$ cat src/design/bbc_pkg.sv
// package: register map, field positions and counts of the bit counter
package bbc_pkg;

	// ------------------------------------------------------------
	// register indexes and byte addresses (byte address = 4 * index)
	// ------------------------------------------------------------
	localparam logic [11:0] IDX_COUNT_LOW   = 12'h078;
	localparam logic [11:0] IDX_COUNT_HIGH  = 12'h07A;
	localparam logic [11:0] IDX_ERR_STATUS  = 12'h07C;
	localparam logic [11:0] ADDR_COUNT_LOW  = {IDX_COUNT_LOW[9:0], 2'b00};
	localparam logic [11:0] ADDR_COUNT_HIGH = {IDX_COUNT_HIGH[9:0], 2'b00};
	localparam logic [11:0] ADDR_ERR_STATUS = {IDX_ERR_STATUS[9:0], 2'b00};
	localparam logic [11:0] ADDR_CONTROL    = 12'h200;
	localparam logic [11:0] ADDR_INT_STATUS = 12'h204;
	localparam logic [11:0] ADDR_INT_MASK   = 12'h208;

	// ------------------------------------------------------------
	// field positions
	// ------------------------------------------------------------
	localparam int CTL_LOAD_CLEAR = 0;
	localparam int CTL_OVF_IE     = 1;
	localparam int ST_SYNC        = 0;
	localparam int ST_OVERFLOW    = 2;
	localparam int ST_LOCK_LOST   = 4;
	localparam int INT_OVERFLOW   = 0;
	localparam int INT_LOCK_GAIN  = 1;
	localparam int INT_LOCK_LOSS  = 2;

	// ------------------------------------------------------------
	// reset values and counts
	// ------------------------------------------------------------
	localparam logic [31:0] COUNT_RESET   = 32'h0000_0000;
	localparam logic [31:0] COUNT_MAX     = 32'hFFFF_FFFF;
	localparam logic [1:0]  CONTROL_RESET = 2'h0;
	localparam logic [2:0]  INT_RESET     = 3'h0;
	localparam logic [5:0]  LOCK_MATCHES  = 6'h20;
	localparam logic [6:0]  WINDOW_BITS   = 7'h40;
	localparam logic [6:0]  ERR_LIMIT     = 7'h06;

	// lock detector states, gray along search -> locked
	typedef enum logic [1:0] {
		BBC_SEARCH = 2'b00,
		BBC_LOCKED = 2'b01
	} bbc_lock_e;

endpackage

$ cat src/design/bbc_lock_if.sv
// interface: bit stream and lock state between counter and lock detector
`timescale 1ns/1ps
interface bbc_lock_if;
	logic bit_tick;
	logic bit_match;
	logic locked;
	modport det (input bit_tick, input bit_match, output locked);
	modport ctl (output bit_tick, output bit_match, input locked);
endinterface

$ cat src/design/bbc_lock_det.sv
// lock detector: 32 matches to lock, six errors in 64 bits to drop
`timescale 1ns/1ps
module bbc_lock_det (
	input  wire logic pclk,
	input  wire logic presetn,
	bbc_lock_if.det   lk
);

	bbc_pkg::bbc_lock_e state_reg;
	logic [5:0]         run_reg;
	logic [63:0]        hist_reg;
	logic [6:0]         errs_reg;
	logic [6:0]         errs_next;

	// sliding error total: newest error in, oldest out
	always_comb begin
		errs_next = errs_reg + {6'h00, ~lk.bit_match} - {6'h00, hist_reg[63]};
	end

	// ------------------------------------------------------------
	// search and lock
	// ------------------------------------------------------------
	always_ff @(posedge pclk or negedge presetn) begin
		if (!presetn) begin
			state_reg <= bbc_pkg::BBC_SEARCH;
			run_reg   <= 6'h00;
			hist_reg  <= 64'h0000_0000_0000_0000;
			errs_reg  <= 7'h00;
		end else if (lk.bit_tick) begin
			case (state_reg)
				bbc_pkg::BBC_SEARCH: begin
					hist_reg <= 64'h0000_0000_0000_0000;
					errs_reg <= 7'h00;
					if (!lk.bit_match)
						run_reg <= 6'h00;
					else if (run_reg == bbc_pkg::LOCK_MATCHES - 6'h01) begin
						run_reg   <= 6'h00;
						state_reg <= bbc_pkg::BBC_LOCKED;
					end else
						run_reg <= run_reg + 6'h01;
				end
				bbc_pkg::BBC_LOCKED: begin
					hist_reg <= {hist_reg[62:0], ~lk.bit_match};
					errs_reg <= errs_next;
					if (errs_next >= bbc_pkg::ERR_LIMIT)
						state_reg <= bbc_pkg::BBC_SEARCH;
				end
				default: state_reg <= bbc_pkg::BBC_SEARCH;
			endcase
		end
	end

	assign lk.locked = (state_reg == bbc_pkg::BBC_LOCKED);

endmodule

$ cat src/design/bbc_top.sv
// top: received bit counter of the bit error tester with apb registers
//
// Operation
// count goes up by one on every received bit clock
// counting starts once the pattern checker reports lock
// after starting, loss of lock never halts the count
// load-clear toggle by software clears the count to zero
// count holds at all ones and never wraps to zero
// reaching saturation sets the overflow status flag
// low and high count words read-only at indexes 78h and 7Ah, reset zero
// software toggles load-clear at lock and at period end; loss is suspect
// overflow flag latched, cleared on read; irq needs enable and mask
// lock after 32 matching bits, lost at six errors in 64
// a toggle is a software-written zero-to-one of load-clear
//
// The implementer's own choice: the APB interface to the registers.
`timescale 1ns/1ps
module bbc_top (
	input  wire logic        pclk,
	input  wire logic        presetn,
	input  wire logic        psel,
	input  wire logic        penable,
	input  wire logic        pwrite,
	input  wire logic [11:0] paddr,
	input  wire logic [31:0] pwdata,
	output logic      [31:0] prdata,
	output logic             pready,
	output logic             pslverr,
	input  wire logic        rx_bit_clk,
	input  wire logic        rx_bit_match,
	output logic             bert_irq
);

	// ------------------------------------------------------------
	// declarations
	// ------------------------------------------------------------
	bbc_lock_if lk ();

	// pin synchronisers and the per-bit tick
	logic        rclk_s1_reg;
	logic        rclk_s2_reg;
	logic        rclk_s3_reg;
	logic        rclk_level_reg;
	logic        match_s1_reg;
	logic        match_s2_reg;
	logic        match_s3_reg;
	logic        tick_reg;
	logic        match_reg;
	logic        rclk_rise;

	// bit counter and its start latch
	logic [31:0] count_reg;
	logic [31:0] count_next;
	logic        started_reg;
	logic        counting;
	logic        sat_event;
	logic        lc_event;
	logic        locked_prev_reg;

	// software registers, flags and interrupt
	logic [1:0]  control_reg;
	logic        ovf_flag_reg;
	logic        lost_flag_reg;
	logic [2:0]  int_status_reg;
	logic [2:0]  int_mask_reg;
	logic [2:0]  int_set;
	logic        irq_next;
	logic        ovf_irq;
	logic        gain_irq;
	logic        loss_irq;

	// bus handshake and register strobes
	logic        pready_reg;
	logic [31:0] prdata_reg;
	logic        pslverr_reg;
	logic        access;
	logic        done;
	logic        wr_done;
	logic        rd_done;
	logic [31:0] rd_value;
	logic        rd_mapped;
	logic        ctl_write;
	logic        is_write;
	logic        im_write;
	logic        st_read;

	// one address compare, shared by read mux and write decode
	function automatic logic hit(input logic [11:0] a,
		input logic [11:0] target);
		return a == target;
	endfunction

	// ------------------------------------------------------------
	// received bit clock and match pin synchronisers
	// ------------------------------------------------------------
	// three stages; a change counts once stages two and three agree
	always_ff @(posedge pclk or negedge presetn) begin
		if (!presetn) begin
			rclk_s1_reg  <= 1'b0;
			rclk_s2_reg  <= 1'b0;
			rclk_s3_reg  <= 1'b0;
			match_s1_reg <= 1'b0;
			match_s2_reg <= 1'b0;
			match_s3_reg <= 1'b0;
		end else begin
			rclk_s1_reg  <= rx_bit_clk;
			rclk_s2_reg  <= rclk_s1_reg;
			rclk_s3_reg  <= rclk_s2_reg;
			match_s1_reg <= rx_bit_match;
			match_s2_reg <= match_s1_reg;
			match_s3_reg <= match_s2_reg;
		end
	end

	// filtered level of the bit clock, only moves when stages agree
	always_ff @(posedge pclk or negedge presetn) begin
		if (!presetn)
			rclk_level_reg <= 1'b0;
		else if (rclk_s2_reg == rclk_s3_reg)
			rclk_level_reg <= rclk_s3_reg;
	end

	assign rclk_rise = rclk_s2_reg & rclk_s3_reg & ~rclk_level_reg;

	// one tick per received bit; match moves only when stages agree
	always_ff @(posedge pclk or negedge presetn) begin
		if (!presetn) begin
			tick_reg  <= 1'b0;
			match_reg <= 1'b0;
		end else begin
			tick_reg  <= rclk_rise;
			if (match_s2_reg == match_s3_reg)
				match_reg <= match_s3_reg;
		end
	end

	assign lk.bit_tick  = tick_reg;
	assign lk.bit_match = match_reg;

	// ------------------------------------------------------------
	// lock detector
	// ------------------------------------------------------------
	bbc_lock_det u_lock (
		.pclk    (pclk),
		.presetn (presetn),
		.lk      (lk.det)
	);

	// ------------------------------------------------------------
	// apb handshake
	// ------------------------------------------------------------
	// one wait state gives the read mux a full cycle before prdata
	assign access  = psel & penable;
	assign done    = access & pready_reg;
	assign wr_done = done & pwrite;
	assign rd_done = done & ~pwrite;

	// one decode per register, shared by every owner of that register
	assign ctl_write = wr_done & hit(paddr, bbc_pkg::ADDR_CONTROL);
	assign is_write  = wr_done & hit(paddr, bbc_pkg::ADDR_INT_STATUS);
	assign im_write  = wr_done & hit(paddr, bbc_pkg::ADDR_INT_MASK);
	assign st_read   = rd_done & hit(paddr, bbc_pkg::ADDR_ERR_STATUS);

	// ready rises once per access and falls at the completing edge
	always_ff @(posedge pclk or negedge presetn) begin
		if (!presetn)
			pready_reg <= 1'b0;
		else
			pready_reg <= access & ~pready_reg;
	end

	// read data stands only while ready does; zero otherwise
	always_ff @(posedge pclk or negedge presetn) begin
		if (!presetn)
			prdata_reg <= 32'h0000_0000;
		else if (access && !pready_reg && !pwrite)
			prdata_reg <= rd_value;
		else
			prdata_reg <= 32'h0000_0000;
	end

	// unmapped addresses answer with an error, reads and writes alike
	always_ff @(posedge pclk or negedge presetn) begin
		if (!presetn)
			pslverr_reg <= 1'b0;
		else
			pslverr_reg <= access & ~pready_reg & ~rd_mapped;
	end

	assign pready  = pready_reg;
	assign prdata  = prdata_reg;
	assign pslverr = pslverr_reg;

	// ------------------------------------------------------------
	// read mux
	// ------------------------------------------------------------
	// count words are live; software reads low then high word
	always_comb begin
		rd_value  = 32'h0000_0000;
		rd_mapped = 1'b1;
		if (hit(paddr, bbc_pkg::ADDR_COUNT_LOW))
			rd_value = {16'h0000, count_reg[15:0]};
		else if (hit(paddr, bbc_pkg::ADDR_COUNT_HIGH))
			rd_value = {16'h0000, count_reg[31:16]};
		else if (hit(paddr, bbc_pkg::ADDR_ERR_STATUS)) begin
			rd_value[bbc_pkg::ST_SYNC]      = lk.locked;
			rd_value[bbc_pkg::ST_OVERFLOW]  = ovf_flag_reg;
			rd_value[bbc_pkg::ST_LOCK_LOST] = lost_flag_reg;
		end else if (hit(paddr, bbc_pkg::ADDR_CONTROL))
			rd_value = {30'h0000_0000, control_reg};
		else if (hit(paddr, bbc_pkg::ADDR_INT_STATUS))
			rd_value = {29'h0000_0000, int_status_reg};
		else if (hit(paddr, bbc_pkg::ADDR_INT_MASK))
			rd_value = {29'h0000_0000, int_mask_reg};
		else
			rd_mapped = 1'b0;
	end

	// ------------------------------------------------------------
	// control register
	// ------------------------------------------------------------
	// count words are read-only: writes there are dropped silently
	always_ff @(posedge pclk or negedge presetn) begin
		if (!presetn)
			control_reg <= bbc_pkg::CONTROL_RESET;
		else if (ctl_write)
			control_reg <= pwdata[1:0];
	end

	// only a written zero-to-one clears; rewriting a one does nothing
	assign lc_event = ctl_write
		&& pwdata[bbc_pkg::CTL_LOAD_CLEAR]
		&& !control_reg[bbc_pkg::CTL_LOAD_CLEAR];

	// ------------------------------------------------------------
	// bit counter
	// ------------------------------------------------------------
	// start latches on first lock and is never dropped by lock loss
	always_ff @(posedge pclk or negedge presetn) begin
		if (!presetn)
			started_reg <= 1'b0;
		else if (lk.locked)
			started_reg <= 1'b1;
	end

	assign counting  = started_reg | lk.locked;
	assign sat_event = tick_reg && counting && !lc_event
		&& (count_reg == bbc_pkg::COUNT_MAX - 32'h0000_0001);

	// clear wins over a bit arriving in the same cycle
	always_comb begin
		count_next = count_reg;
		if (lc_event)
			count_next = bbc_pkg::COUNT_RESET;
		else if (tick_reg && counting
			&& count_reg != bbc_pkg::COUNT_MAX)
			count_next = count_reg + 32'h0000_0001;
	end

	// plain register; every decision lives in count_next above
	always_ff @(posedge pclk or negedge presetn) begin
		if (!presetn)
			count_reg <= bbc_pkg::COUNT_RESET;
		else
			count_reg <= count_next;
	end

	// ------------------------------------------------------------
	// latched status, cleared on read
	// ------------------------------------------------------------
	// set wins over the read that would clear it
	always_ff @(posedge pclk or negedge presetn) begin
		if (!presetn)
			ovf_flag_reg <= 1'b0;
		else if (sat_event)
			ovf_flag_reg <= 1'b1;
		else if (st_read)
			ovf_flag_reg <= 1'b0;
	end

	// stays set while searching; a read clears it only once locked
	always_ff @(posedge pclk or negedge presetn) begin
		if (!presetn)
			lost_flag_reg <= 1'b0;
		else if (!lk.locked)
			lost_flag_reg <= 1'b1;
		else if (st_read)
			lost_flag_reg <= 1'b0;
	end

	// ------------------------------------------------------------
	// interrupt status, mask and output
	// ------------------------------------------------------------
	// previous lock level, for the gained and lost edges
	always_ff @(posedge pclk or negedge presetn) begin
		if (!presetn)
			locked_prev_reg <= 1'b0;
		else
			locked_prev_reg <= lk.locked;
	end

	always_comb begin
		int_set = 3'h0;
		int_set[bbc_pkg::INT_OVERFLOW]  = sat_event;
		int_set[bbc_pkg::INT_LOCK_GAIN] = lk.locked & ~locked_prev_reg;
		int_set[bbc_pkg::INT_LOCK_LOSS] = ~lk.locked & locked_prev_reg;
	end

	// write one to clear; a new event in the same cycle stays set
	always_ff @(posedge pclk or negedge presetn) begin
		if (!presetn)
			int_status_reg <= bbc_pkg::INT_RESET;
		else if (is_write)
			int_status_reg <= (int_status_reg & ~pwdata[2:0]) | int_set;
		else
			int_status_reg <= int_status_reg | int_set;
	end

	// mask has no side effects; it only gates the pin
	always_ff @(posedge pclk or negedge presetn) begin
		if (!presetn)
			int_mask_reg <= bbc_pkg::INT_RESET;
		else if (im_write)
			int_mask_reg <= pwdata[2:0];
	end

	// overflow needs both its enable and its mask bit
	assign ovf_irq  = int_status_reg[bbc_pkg::INT_OVERFLOW]
		& int_mask_reg[bbc_pkg::INT_OVERFLOW]
		& control_reg[bbc_pkg::CTL_OVF_IE];
	// lock changes only need their mask bit
	assign gain_irq = int_status_reg[bbc_pkg::INT_LOCK_GAIN]
		& int_mask_reg[bbc_pkg::INT_LOCK_GAIN];
	assign loss_irq = int_status_reg[bbc_pkg::INT_LOCK_LOSS]
		& int_mask_reg[bbc_pkg::INT_LOCK_LOSS];
	assign irq_next = ovf_irq | gain_irq | loss_irq;

	// registered so the pin never glitches on the and-or
	always_ff @(posedge pclk or negedge presetn) begin
		if (!presetn)
			bert_irq <= 1'b0;
		else
			bert_irq <= irq_next;
	end

endmodule

$ cat config.mk
export PLATFORM = sky130hd
export DESIGN_NAME = bbc_top
export DESIGN_NICKNAME = d
export VERILOG_FILES = /design/src/design/bbc_pkg.sv /design/src/design/bbc_lock_if.sv /design/src/design/bbc_lock_det.sv /design/src/design/bbc_top.sv
export SDC_FILE = /design/constraint.sdc
export NUM_CORES = 1
export LEC_CHECK = 0
export BUFFER_PORTS_ARGS = -buffer_cell sky130_fd_sc_hd__buf_2
export CAP_MARGIN = 30
export CELL_PAD_IN_SITES_DETAIL_PLACEMENT = 1
export CELL_PAD_IN_SITES_GLOBAL_PLACEMENT = 2
export CORE_MARGIN = 3
export CORE_UTILIZATION = 35
export CTS_CLUSTER_SIZE = 14
export DETAILED_ROUTE_END_ITERATION = 10
export GPL_TIMING_DRIVEN = 0
export HOLD_SLACK_MARGIN = 0.03
export PLACE_DENSITY_LB_ADDON = 0.1
export SETUP_SLACK_MARGIN = 0.5
export SYNTH_ARGS = -nofsm -noshare
export SYNTH_HDL_FRONTEND = slang
export SYNTH_SLANG_ARGS = --single-unit
$ cat constraint.sdc
create_clock -name pclk -period 5.5 [get_ports pclk]
set_input_delay 0.275 -clock pclk [delete_from_list [all_inputs] [get_ports pclk]]
set_output_delay 0.275 -clock pclk [all_outputs]
set_load 0.05 [all_outputs]
==> flow_summary_export.csv, run 1 <==
group,metric,value,unit
global_routing,busiest_layer,"met2",
final_layout,fin_util,42.2,%
min_path,hold_path.class,"input pin to register",
die,die_y,148,µm
synthesis,synth_ff_type,"dfrtp_1",
setup_path,r2r_end,"count_reg[27]",
global_routing,antenna_found_initial,0,
synthesis,yosysSeqAreaShare,53.1,%
job,drv_cap,0,
clock_tree,clkTransAtPathRegs,0.06,ns
timing,rsz0062_at_grt,"false",
clock_tree,h-tree-depth,4,
route,ant_nets,0,
power_and_ir_drop,fin_total_pwr,2.42,mW
setup_path,crit_fanout,8,
setup_path,arrival,2.97,ns
die,fp-row-count,51,
setup_path,worstRegToRegCells,8,
final_layout,nNetsFinal,877,
route,wl_per_cell,15.5,µm
synthesis,ys_seq_elements,150,
global_routing,grt_pass1_vias,5651,
outcome,status,"finished, final reports clean",
global_routing,grtUsageMet1,22.4,%
timing,max_freq,0.376,GHz
final_layout,synthToLayoutAreaGrowth,17.3,%
min_path,hold_depth,2,
route,firstDrtPassIters,4,
synthesis,synth_edf_count,0,
min_path,whs_endpoint,"int_mask_reg[2]",
timing,finalSetupViolCount,0,
die,die_x,148,µm
clock_tree,cts-root-buf,"clkbuf_16",
place,portBuffers,40,
timing,slew_headroom,46.5,%
power_and_ir_drop,powerDensity,291,mW/mm²
timing,finalCritPeriodShare,48.3,%
synthesis,synth.largest_area_cell,"dfrtp_1",
min_path,hold_start,"pwdata[2]",
synthesis,postSynthAreaPerCell,9.61,µm²
clock_tree,insertion_delay,0.42,ns
final_layout,seqCellArea,0.00375,mm²
synthesis,yosys.cell_types.count,63,
synthesis,yosys_warnings,0,
synthesis,synth_area_leaders,"dfrtp_1 (53%), nand3_1 (5.9%), o21ai_0 (5.7%)",
synthesis,syn_inst,736,
timing,hold_violations,0,
clock_tree,cts_hold_buf,3,
final_layout,multi_input_area,0.00277,mm²
place,dp_hpwl,11700,µm
route,vias,5425,
route,finalWirelength,16800,µm
route,drt_iter0_markers,287,
setup_path,worstReg2RegStart,"count_reg[12]",
timing,fin_setup_tns,0,ns
die,die_area,0.0219,mm²
setup_path,end_kind,"register",
final_layout,fin_area,0.00830,mm²
final_layout,final_common_cell,"dfrtp_1",
place,gp_congestion,0.779,
route,viasPerCell,4.98,
setup_path,reg2reg_slack,2.84,ns
global_routing,overflow,0,
setup_path,cp-start-kind,"register",
synthesis,synth_area,0.00707,mm²
final_layout,final_cell_mix,"dfrtp_1 (150), inv_1 (84), nand3_1 (83)",
clock_tree,numClockSinks,150,
global_routing,use_met3,3.60,%
timing,tightest_slew,0.795,ns
die,start_util,36.0,%
global_routing,grtUsageMet2,26.2,%
power_and_ir_drop,max-vdd-ir-drop,0.000186,V
synthesis,async_reset_ff_share,100,%
die,core_area,0.0197,mm²
global_routing,grt_usage,16.4,%
place,place_ws,2.77,ns
global_routing,grt_pass1_wl,29200,µm
synthesis,synth_top_area_share,53.1,%
clock_tree,clockBufferDepth,2,
final_layout,drive_gt1_share,14.0,%
clock_tree,cts_tree,"done",
setup_path,cp.required,5.81,ns
setup_path,path_class,"register to register",
clock_tree,post_cts_buffers,0,
final_layout,fillers,2349,
final_layout,antenna_cells,0,
timing,finalWorstSetupSlack,2.84,ns
timing,timing.final.crit_period,2.66,ns
timing,slew_violations,0,
clock_tree,cts-buffers-inserted,17,
power_and_ir_drop,power.leakage,3.59,nW
final_layout,largest_reg_flops,64,
timing,clock_skew,0.00873,ns
clock_tree,cts_resized,0,
global_routing,grt_max_degree,77,
die,io_pins,86,
route,drc,0,
place,placed_area,0.00769,mm²
==> logic make-up after synthesis <==
logic type	synth area share [%]
AND/OR/NAND/NOR	19.3
flip-flops	53.1
buffers and inverters	8.55
AO/OA/AOI/OAI	11.0
XOR/XNOR	3.72
adder cells (fa/ha/maj)	2.37
multiplexers	1.86
other	0.0530
==> cell usage after synthesis (5+ instances only) <==
master    instances
nor3_1           19
nand4_1           6
ha_1             11
clkbuf_1         28
xnor2_1          17
buf_1             5
and3_1            8
inv_1            84
nand2_1          39
a21oi_1          11
mux2_2            9
nor2_1           55
nor2b_1           6
o21ai_0          80
nand3_1          83
a22oi_1          15
or3_1             8
buf_4            16
nor4_1            7
xor2_1           13
dfrtp_1         150
==> how the worst max path moves through the flow <==
stage                              from                  end  slack [ns]
finish                    count_reg[12]        count_reg[27]        2.84
global route        u_lock.state_reg[0]        count_reg[29]        2.58
CTS                 u_lock.state_reg[0]        count_reg[27]        2.74
detailed placement  u_lock.state_reg[0]        count_reg[27]        2.77
global placement                presetn  u_lock.hist_reg[22]        1.88
floorplan                     paddr[11]    int_status_reg[0]        3.25
==> metrics by stage <==
stage	std cells	hold WS [ns]
after detailed placement	1057	0.340
after global routing	1089	0.108
final	1089	0.128
after global placement	1056	0.334
after CTS	1089	0.101
after floorplan	751	-0.0206
==> metal layers <==
| layer | share of wire [%] | wire [µm] | vias up |
|---|---|---|---|
| met5 | 0 | 0 | - |
| met4 | 1.2 | 200 | 0 |
| met2 | 47 | 7930 | 86 |
| li1 | - | - | 2625 |
| met3 | 3.6 | 607 | 13 |
| met1 | 48 | 8110 | 2701 |
==> cell type report <==
cell class                      instances  share of cell area, %
Timing Repair Buffer                   44                   3.18
Clock inverter                          8                   1.22
Buffer                                 53                   3.48
Clock buffer                           21                   5.67
Multi-Input combinational cell        464                   33.4
Sequential cell                       150                   45.2
Inverter                               84                   3.80
Tap cell                              265                   4.00
==> report_power, final <==
group          internal (mW)  switching [mW]  leakage (nW)
Sequential              1.12          0.0139          1.89
Combinational         0.0369          0.0972          1.43
Clock                  0.695           0.454         0.273
Total                   1.85           0.565          3.59
==> critical path, cell delays in order (launching register included) <==
cell and delay, ns:
dfrtp_1 0.32, clkbuf_1 0.34, nand4_1 0.19, or4_4 0.45
buf_6 0.15, nor4_1 0.69, nand4_1 0.20, xor2_1 0.17
nor2_1 0.05
Note: power is estimated with default switching activity, not from simulation.
==> run 2, diff against run 1 <==
==> constraint.sdc (replaced) <==
create_clock -name pclk -period 2.79 [get_ports pclk]
set_input_delay 0.1395 -clock pclk [delete_from_list [all_inputs] [get_ports pclk]]
set_output_delay 0.1395 -clock pclk [all_outputs]
set_load 0.05 [all_outputs]
==> flow_summary_export.csv, run 2 (same netlist as run 1, synthesis figures left out) <==
group,metric,value,unit
clock_tree,clkTransAtPathRegs,0.06,ns
power_and_ir_drop,switching_power,1.12,mW
clock_tree,insertion_delay,0.42,ns
setup_path,end_kind,"register",
setup_path,setup.worst_path.start,"count_reg[5]",
timing,finalSetupViolCount,0,
global_routing,grt_max_degree,77,
setup_path,path_delay_family,"simple AND/OR/NAND/NOR gates",
clock_tree,numClockSinks,150,
final_layout,final_common_cell,"dfrtp_1",
final_layout,multi_input_area,0.00288,mm²
die,fp-row-count,51,
route,drc,0,
setup_path,cpMaxStageDelayCell,"or4_4",
route,firstDrtPassIters,4,
timing,timing.final.crit_period,2.27,ns
global_routing,grtUsageMet2,26.6,%
timing,rsz0062_at_grt,"true",
final_layout,seqCellArea,0.00377,mm²
place,dp_hpwl,11700,µm
power_and_ir_drop,powerDensity,551,mW/mm²
timing,finalWorstSetupSlack,0.519,ns
die,die_area,0.0219,mm²
route,viasPerCell,4.97,
setup_path,cp-start-kind,"register",
setup_path,crit_fanout,6,
global_routing,grt_pass1_wl,29500,µm
route,wl_per_cell,15.5,µm
global_routing,grtUsageMet1,22.6,%
job,drv_cap,0,
place,portBuffers,40,
setup_path,arrival,2.58,ns
power_and_ir_drop,max-vdd-ir-drop,0.000367,V
global_routing,grt_usage,16.5,%
final_layout,fillers,2322,
power_and_ir_drop,intPower,3.65,mW
place,gp_congestion,0.779,
timing,tightest_slew,0.730,ns
final_layout,fin_util,44.0,%
timing,hold_violations,0,
global_routing,use_met3,3.47,%
die,io_pins,86,
setup_path,cp.required,3.10,ns
die,die_x,148,µm
min_path,hold_start,"paddr[6]",
clock_tree,clockBufferDepth,2,
final_layout,largest_reg_flops,64,
route,ant_nets,0,
setup_path,max_stage_delay,0.52,ns
route,vias,5548,
die,die_y,148,µm
timing,clock_skew,0.00850,ns
clock_tree,cts-buffers-inserted,17,
setup_path,path_buf_inv,1,
die,start_util,36.0,%
final_layout,synthToLayoutAreaGrowth,22.4,%
final_layout,drive_gt1_share,20.0,%
timing,slew_violations,0,
final_layout,antenna_cells,0,
setup_path,worstReg2RegStart,"count_reg[5]",
min_path,hold_path.class,"input pin to register",
final_layout,final_cell_mix,"dfrtp_1 (139), nand3_1 (82), inv_1 (80)",
setup_path,path_class,"register to register",
timing,finalCritPeriodShare,81.4,%
power_and_ir_drop,fin_total_pwr,4.77,mW
power_and_ir_drop,power.leakage,3.75,nW
route,finalWirelength,17400,µm
timing,slew_headroom,51.4,%
clock_tree,h-tree-depth,4,
power_and_ir_drop,sw_frac_of_total,23.4,%
route,drt_iter0_markers,260,
clock_tree,cts-root-buf,"clkbuf_16",
global_routing,antenna_found_initial,0,
global_routing,overflow,0,
global_routing,grt_pass1_vias,5710,
die,core_area,0.0197,mm²
outcome,status,"finished, final reports clean",
setup_path,cp_common_cell,"or4_4",
power_and_ir_drop,combPwrFrac,5.7,%
place,place_ws,0.0581,ns
final_layout,nNetsFinal,905,
clock_tree,cts_tree,"done",
power_and_ir_drop,p_clk_share,47.5,%
timing,max_freq,0.440,GHz
power_and_ir_drop,pwr-share-seq,46.8,%
global_routing,busiest_layer,"met2",
setup_path,path_cells,"nand4_4, or4_4, buf_6, or4_4, nor3b_2, xnor2_1, nor2_2",
## run 2: power groups by stage
stage	sequential [mW]	combinational (mW)	clock, mW
floorplan	2.27	0.154	0
global placement	2.27	0.254	0
detailed placement	2.27	0.267	0
CTS	2.23	0.277	2.35
global route	2.23	0.310	2.46
finish	2.23	0.274	2.26
## run 2: repair_timing
action,CTS,global route
buffers inserted,4,18
resized for setup,19,28
hold buffers,9,0
pin swaps,1,10
endpoints found under the setup margin,32,26
endpoints found under the hold margin,87,0
## run 2: final cells by class
type | count | share of cell area, %
plain buffers | 53 | 3.44
inverters | 84 | 3.64
well taps | 265 | 3.83
multi-input cells | 464 | 33.3
flip-flops and latches | 150 | 43.5
clock inverters | 8 | 1.17
clock buffers | 21 | 5.44
repair buffers | 72 | 5.65
## run 2: final timing paths
kind	end	slack, ns	cells past startpoint
worst max-delay path	count_reg[26]	0.52	7
worst min-delay path	prdata[4]	0.06	3
worst max register to register	count_reg[26]	0.52	7
worst min register to register	rclk_s2_reg	0.35	0
max in group asynchronous	count_reg[7]	1.61	3
min in group asynchronous	rclk_level_reg	0.34	2
## run 2: metal layers
metal | wire length [µm] | part of all wire, %
met1 | 8450 | 49
met2 | 8210 | 47
met3 | 468 | 2.7
met4 | 221 | 1.3
met5 | 0 | 0
## run 2: through the flow
step,TNS [ns],std cells,cell area (µm²),hold WS (ns)
3_5_place_dp,0,1057,7690,0.238
6_report,0,1117,8650,0.0569
3_3_place_gp,-101.37,1056,7660,0.248
2_1_floorplan,0,751,7130,-0.156
5_1_grt,0,1117,8650,0.0736
4_1_cts,0,1099,8440,0.0334
## run 2: worst min-delay path, stage by stage
cell and delay (ns):
buf_2 0.11, nand3_1 0.11, nor4_1 0.07
